[config.mk]
export PLATFORM = sky130hd
export DESIGN_NAME = imec_unit
export DESIGN_NICKNAME = d
export VERILOG_FILES = /design/src/design/imec_unit.v
export VERILOG_INCLUDE_DIRS = /design/src /design/src/design
export SDC_FILE = /design/constraint.sdc
export NUM_CORES = 1
export LEC_CHECK = 0
export ABC_AREA = 0
export CAP_MARGIN = 10
export CORE_ASPECT_RATIO = 1.2
export CORE_MARGIN = 1.5
export CORE_UTILIZATION = 40
export CTS_BUF_LIST = sky130_fd_sc_hd__clkbuf_8 sky130_fd_sc_hd__clkbuf_16
export DETAILED_ROUTE_END_ITERATION = 8
export DONT_BUFFER_PORTS = 1
export GPL_TIMING_DRIVEN = 0
export HOLD_SLACK_MARGIN = 0.15
export PLACE_DENSITY_LB_ADDON = 0.12
export SYNTH_ARGS = -nofsm -noshare
export SYNTH_HDL_FRONTEND = slang
export SYNTH_SLANG_ARGS = --single-unit
[constraint.sdc]
create_clock -name clock -period 1.9 [get_ports clock]
set_input_delay 0.57 -clock clock [delete_from_list [all_inputs] [get_ports clock]]
set_output_delay 0.57 -clock clock [all_outputs]
set_load 0.05 [all_outputs]
[src/design/imec_regs.vh]
/*
 header of register offsets, reset values and field positions for the
 interrupt mask and edge-clear unit. assumes a 16-bit register port
 addressed by the printed byte locations.

 // Operation
 // - low enable gates requests 0-15, resets zero
 // - high enable gates requests 16-31, resets zero
 // - low enable bit 0 has no effect
 // - low clear write one clears pending bit
 // - high clear write one clears pending bit
 // - clears ignored for level-triggered requests
 // - clear registers always read all ones
 // - low clear bits 15-1 map, bit0 reserved
 // - high clear bits map requests 31-16
 // - status shows pending regardless of enable
 // - low status bit 0 always reads zero
*/
`ifndef IMEC_REGS_VH
`define IMEC_REGS_VH
`define IMEC_AW              24
`define IMEC_DW              16
`define IMEC_OFF_STAT_LOW    24'h00fe0a
`define IMEC_OFF_STAT_HIGH   24'h00fe0c
`define IMEC_OFF_EN_LOW      24'h00fe0e
`define IMEC_OFF_EN_HIGH     24'h00fe10
`define IMEC_OFF_CLR_LOW     24'h00fe12
`define IMEC_OFF_CLR_HIGH    24'h00fe14
`define IMEC_RST_EN          16'h0000
`define IMEC_RST_STAT        16'h0000
`define IMEC_CLR_READ        16'hffff
`define IMEC_LOW_USED_MASK   16'hfffe
`define IMEC_ZERO16          16'h0000
`define IMEC_NREQ            32
`define IMEC_ZERO32          32'h00000000
`define IMEC_LO_MSB          15
`define IMEC_LO_LSB          0
`define IMEC_HI_MSB          31
`define IMEC_HI_LSB          16
`endif

[src/design/imec_unit.v]
/*
 interrupt mask and edge-clear unit: pending status, enable registers,
 edge-clear registers and the masked request output.
 assumes request inputs are synchronous to clock, a per-request edge or
 level select that software leaves alone while requests are live, and a
 register master that never raises wr and rd in the same cycle.
*/
// Strobed register access was decided locally.
`timescale 1ns/1ns
`include "imec_regs.vh"

module imec_unit (
    input  wire                 clock,
    input  wire                 rstn,
    input  wire [`IMEC_AW-1:0]  addr,
    input  wire [`IMEC_DW-1:0]  wdata,
    input  wire                 wr,
    input  wire                 rd,
    output reg  [`IMEC_DW-1:0]  rdata,
    input  wire [31:0]          irq_in,
    input  wire [31:0]          edge_mode,
    output reg  [31:0]          masked_req,
    output reg                  irq_out
);

    // true when the bus address selects the register at offset off
    function addr_hit;
        input [`IMEC_AW-1:0] a;
        input [`IMEC_AW-1:0] off;
        begin
            addr_hit = (a == off);
        end
    endfunction

    // lower half of a request vector: requests 15 down to 0
    function [`IMEC_DW-1:0] lo_half;
        input [`IMEC_NREQ-1:0] v;
        begin
            lo_half = v[`IMEC_LO_MSB:`IMEC_LO_LSB];
        end
    endfunction

    // upper half of a request vector: requests 31 down to 16
    function [`IMEC_DW-1:0] hi_half;
        input [`IMEC_NREQ-1:0] v;
        begin
            hi_half = v[`IMEC_HI_MSB:`IMEC_HI_LSB];
        end
    endfunction

    // rebuild a request vector from its two register halves
    function [`IMEC_NREQ-1:0] join_halves;
        input [`IMEC_DW-1:0] hi;
        input [`IMEC_DW-1:0] lo;
        begin
            join_halves = {hi, lo};
        end
    endfunction

    // request 0 has no source; its position is dropped wherever it could
    // reach the core, so stale bits written by software stay harmless
    function [`IMEC_DW-1:0] drop_req0;
        input [`IMEC_DW-1:0] v;
        begin
            drop_req0 = v & `IMEC_LOW_USED_MASK;
        end
    endfunction

    reg  [`IMEC_DW-1:0]   irq_enable_low_r;
    reg  [`IMEC_DW-1:0]   irq_enable_high_r;
    reg  [`IMEC_NREQ-1:0] pending_r;
    reg  [`IMEC_NREQ-1:0] irq_prev_r;
    reg  [`IMEC_NREQ-1:0] pending_nxt;
    reg  [`IMEC_NREQ-1:0] clr_vec;
    reg  [`IMEC_DW-1:0]   clr_low_vec;
    reg  [`IMEC_DW-1:0]   clr_high_vec;
    reg  [`IMEC_DW-1:0]   rdata_nxt;
    reg  [`IMEC_NREQ-1:0] masked_nxt;
    reg                   irq_nxt;
    wire [`IMEC_NREQ-1:0] enables;
    wire [`IMEC_NREQ-1:0] rise;
    wire [`IMEC_NREQ-1:0] status_vis;
    wire [`IMEC_NREQ-1:0] edge_keep;
    wire [`IMEC_NREQ-1:0] level_follow;
    wire                  wr_en_low;
    wire                  wr_en_high;
    wire                  wr_clr_low;
    wire                  wr_clr_high;

    // write decode: one strobe per writable register
    assign wr_en_low   = wr && addr_hit(addr, `IMEC_OFF_EN_LOW);
    assign wr_en_high  = wr && addr_hit(addr, `IMEC_OFF_EN_HIGH);
    assign wr_clr_low  = wr && addr_hit(addr, `IMEC_OFF_CLR_LOW);
    assign wr_clr_high = wr && addr_hit(addr, `IMEC_OFF_CLR_HIGH);

    // rising edge against the previous sample; the previous sample resets
    // low, so a line already high at release counts as one edge
    assign rise = irq_in & ~irq_prev_r;

    // status as software and the mask see it; request 0 never shows
    assign status_vis = join_halves(hi_half(pending_r),
                                    drop_req0(lo_half(pending_r)));

    // enable bit 0 is stored and reads back but never gates anything
    assign enables = join_halves(irq_enable_high_r,
                                 drop_req0(irq_enable_low_r));

    // clear vectors: a one clears, a zero leaves the latch alone
    always @* begin
        clr_low_vec  = `IMEC_ZERO16;
        clr_high_vec = `IMEC_ZERO16;
        if (wr_clr_low) begin
            // bit 0 is reserved in the low clear register
            clr_low_vec = drop_req0(wdata);
        end
        if (wr_clr_high) begin
            clr_high_vec = wdata;
        end
        clr_vec = join_halves(clr_high_vec, clr_low_vec);
    end

    // edge requests latch; a new edge in the same cycle as a clear wins,
    // so an event arriving while software clears is never lost
    assign edge_keep = edge_mode & ((pending_r & ~clr_vec) | rise);

    // level requests follow the line; a clear write cannot touch them
    assign level_follow = ~edge_mode & irq_in;

    always @* begin
        pending_nxt = edge_keep | level_follow;
    end

    // masked request: pending and enabled, both halves at once
    always @* begin
        masked_nxt = status_vis & enables;
        irq_nxt    = |masked_nxt;
    end

    // read mux; status registers are read-only views of the latches
    always @* begin
        rdata_nxt = `IMEC_ZERO16;
        case (addr)
            `IMEC_OFF_STAT_LOW: begin
                rdata_nxt = lo_half(status_vis);
            end
            `IMEC_OFF_STAT_HIGH: begin
                rdata_nxt = hi_half(status_vis);
            end
            `IMEC_OFF_EN_LOW: begin
                rdata_nxt = irq_enable_low_r;
            end
            `IMEC_OFF_EN_HIGH: begin
                rdata_nxt = irq_enable_high_r;
            end
            `IMEC_OFF_CLR_LOW: begin
                rdata_nxt = `IMEC_CLR_READ;
            end
            `IMEC_OFF_CLR_HIGH: begin
                rdata_nxt = `IMEC_CLR_READ;
            end
            default: begin
                rdata_nxt = `IMEC_ZERO16;
            end
        endcase
    end

    // previous sample of every request line, for edge detection
    always @(posedge clock) begin
        if (!rstn) begin
            irq_prev_r <= `IMEC_ZERO32;
        end else begin
            irq_prev_r <= irq_in;
        end
    end

    // pending latches of both halves
    always @(posedge clock) begin
        if (!rstn) begin
            pending_r <= join_halves(`IMEC_RST_STAT, `IMEC_RST_STAT);
        end else begin
            pending_r <= pending_nxt;
        end
    end

    // low enable register, requests 15 down to 0
    always @(posedge clock) begin
        if (!rstn) begin
            irq_enable_low_r <= `IMEC_RST_EN;
        end else if (wr_en_low) begin
            irq_enable_low_r <= wdata;
        end
    end

    // high enable register, requests 31 down to 16
    always @(posedge clock) begin
        if (!rstn) begin
            irq_enable_high_r <= `IMEC_RST_EN;
        end else if (wr_en_high) begin
            irq_enable_high_r <= wdata;
        end
    end

    // read data stand for one cycle only and are zero otherwise, so a
    // master that samples late sees zero rather than a stale word
    always @(posedge clock) begin
        if (!rstn) begin
            rdata <= `IMEC_ZERO16;
        end else if (rd) begin
            rdata <= rdata_nxt;
        end else begin
            rdata <= `IMEC_ZERO16;
        end
    end

    // registered outputs: one cycle after the status, no glitches
    always @(posedge clock) begin
        if (!rstn) begin
            masked_req <= `IMEC_ZERO32;
            irq_out    <= 1'b0;
        end else begin
            masked_req <= masked_nxt;
            irq_out    <= irq_nxt;
        end
    end

endmodule // imec_unit

==> impl_metrics.tcl <==
set metrics [dict create \
    status "completed" \
    ys_top_cells_by_count "dfxtp_1, nand2_1, and3_1" \
    cp_slowest_cell "a2111o_1" \
    synth.most_common_cell "dfxtp_1" \
    synth.area.top_cells "dfxtp_1, nand2_1, and3_1" \
    grt_max_degree 17 \
    switchingPower_mw 1.57 \
    start_util_pct 40.8 \
    syn2layout_area_growth_pct 15.2 \
    finalHoldViolCount 0 \
    clock-sinks 142 \
    intPower_mw 5.26 \
    worst_r2r_path_depth 4 \
    cts_buffer_depth 2 \
    core-area_um2 14400 \
    cts_tree "yes" \
    worst_pin_slew_ns 0.789 \
    port-buffer-count 0 \
    fmaxAchievable_mhz 538 \
    wirelength_um 19700 \
    syn_area_um2 5850 \
    finalCritPeriodShare_pct 97.8 \
    drive_gt1_share_pct 10.7 \
    dp_cells 817 \
    postRouteAntennaNets 0 \
    dp_hpwl_um 15400 \
    ys_dominant_reg_cell "dfxtp_1" \
    final-max-slew-violation-count 0 \
    synthesis.instances 642 \
    synth-edff-count 0 \
    fin_crit_ns 1.86 \
    crit_chain "clkbuf_1 > o21ai_0 > a2111o_1 > buf_6 > a21oi_1" \
    cts_buffers 17 \
    clockRootBuffer "clkbuf_16" \
    comb_power_share_pct 4.8 \
    grt-ovfl-total 0 \
    ys_warn_count 0 \
    dr.pass1.iters 6 \
    wl_per_cell_um 23.3 \
    cp_max_fo 10 \
    grt_first_pass_wirelength_um 29800 \
    crit_buf_inv 2 \
    finalNonFillerCells 849 \
    slowest_delay_ns 0.53 \
    io_pins 157 \
    powerDensity_nw_per_um2 1010 \
    pre_cts_ws_ns -0.671 \
    insertedDiodeCount 0 \
    endpoint_kind "flip-flop" \
    cts.htree.levels 4 \
    clkTransAtPathRegs_ns 0.06 \
    yosysTopAreaCell "dfxtp_1" \
    die_area_um2 15400 \
    clock_latency_ns 0.43 \
    yosysUniqueCellTypes 51 \
    drc 0 \
    criticalPathCategory "primary input to flip-flop" \
    worstPathRequired_ns 2.23 \
    start_kind "primary input" \
    fill_cells 1419 \
    rsz0062_at_grt "no" \
    worstHoldPathCells 2 \
    max-cap-violations 0 \
    synth_top_area_share_pct 48.6 \
    seq_area_frac_synth_pct 48.6 \
    power_switching_share_pct 23.0 \
    worstPathArrival_ns 2.19 \
    fin_skew_ns 0.00535 \
    p_clk_share_pct 49.1 \
    grt_pass1_vias 4949 \
    seqPwrFrac_pct 46.0 \
    syn_area_per_cell_um2 9.11 \
    fin_nets 772 \
    die_x_um 113 \
    drt_iter0_drc 456 \
    routabilityCongestion 0.941 \
    p_leak_nw 2.68 \
    vdd_drop_max_mv 0.493 \
    ys_seq_elements 142 \
    die_y_um 135 \
    min_path_type "primary input to flip-flop" \
    path_depth 5 \
    synth_fp_nets 750 \
    slew_headroom_pct 47.4 \
    critical-path-top-delay-family "compound AO/OA/AOI/OAI gates" \
    antenna_found_initial 0 \
    std_cell_rows 48 \
    synthArstFlopShare_pct 0 \
    grt_usage_pct 26.3 \
    finalSetupTns_ns 0 \
    vias 5081 \
    total_power_mw 6.83 \
    worst_slack_ns 0.0426 \
    setup_viol 0 \
    vias_per_cell 5.98 \
]
[cell type report]
class	instances	area, um2	share of cell area, %
clock inverter	11	144	2.14
sequential	142	2840	42.2
multi-input combinational	442	2800	41.5
buffer	40	198	2.93
timing repair buffer	5	37.5	0.557
tap	175	219	3.25
inverter	16	60.1	0.891
clock buffer	18	439	6.52
[state kept, by name, indices dropped and copies added (netlist names)]
signal             flops
irq_out                1
irq_enable_high_r     16
rdata                 16
pending_r             31
irq_prev_r            31
irq_enable_low_r      16
masked_req            31
[cell families (layout without fill, tap and decap cells)]
logic type      Yosys count  in the layout  synth area share [%]
buf+inv                  58             90                  4.19
other cells               1              1                0.0641
compound gates          151            151                  17.1
mux                      30             30                  5.43
simple gates            259            259                  24.5
flops                   142            142                  48.6
xor+xnor                  1              1                 0.150
[final timing paths]
path,startpoint,slack (ns),endpoint
max,addr[1],0.04,rdata[13]
min,wdata[0],0.28,irq_enable_low_r[0]
max reg2reg,pending_r[19],0.43,irq_out
min reg2reg,irq_prev_r[16],0.47,pending_r[16]
[stage by stage]
step / utilization [%] / cell area (um2) / hold WS, ns
after floorplan: - / 5890 / 0.435
after global placement: 42.5 / 6110 / 0.450
after detailed placement: 42.5 / 6110 / 0.452
after CTS: 46.8 / 6720 / 0.267
after global routing: 46.9 / 6740 / 0.263
final: 46.9 / 6740 / 0.276
[power by group through the flow]
stage                     registers [mW]  clock network [mW]  logic, mW
after floorplan                     3.17                   0      0.234
after global placement              3.21                   0      0.318
after detailed placement            3.21                   0      0.323
after CTS                           3.15                3.39      0.328
after global routing                3.16                3.51      0.364
final                               3.15                3.36      0.329
[layout by cell type, fill, tap and decap left out, types with 3 or more instances in the layout]
master / synthesis / layout
mux2i_1: 16 / 16
a22oi_1: 9 / 9
and2_1: 31 / 31
o31ai_1: 8 / 8
a32oi_1: 17 / 17
and3_1: 41 / 41
nor2_1: 5 / 5
bufinv_16: 0 / 3
dfxtp_1: 142 / 142
mux2_2: 14 / 14
nand4_1: 20 / 20
clkinv_2: 0 / 4
o21ai_0: 35 / 35
buf_6: 2 / 3
a221oi_1: 4 / 4
a21boi_0: 16 / 16
a21oi_1: 40 / 40
inv_1: 16 / 16
nand3_1: 26 / 25
clkbuf_16: 0 / 17
buf_1: 6 / 5
nor4_1: 16 / 15
clkbuf_1: 26 / 24
nor4_4: 2 / 3
or3_1: 3 / 3
buf_2: 7 / 4
a22o_1: 7 / 7
buf_4: 1 / 6
a31oi_1: 6 / 6
nand2_1: 94 / 94
[per-layer routing]
layer | track usage (%) | vias to the layer above | wire [um]
met1 | 33.3 | 2460 | 8390
li1 | - | 2389 | -
met5 | 0 | - | 0
met4 | 8.33 | 0 | 335
met2 | 43.4 | 210 | 9540
met3 | 7.61 | 22 | 1470
[what timing repair did]
action	in CTS	in global routing
pin swaps	1	1
setup endpoints to repair	23	26
buffers inserted	3	2
gates resized for setup	2	2
hold buffers	0	0
Note: power is estimated with default switching activity, not from simulation.
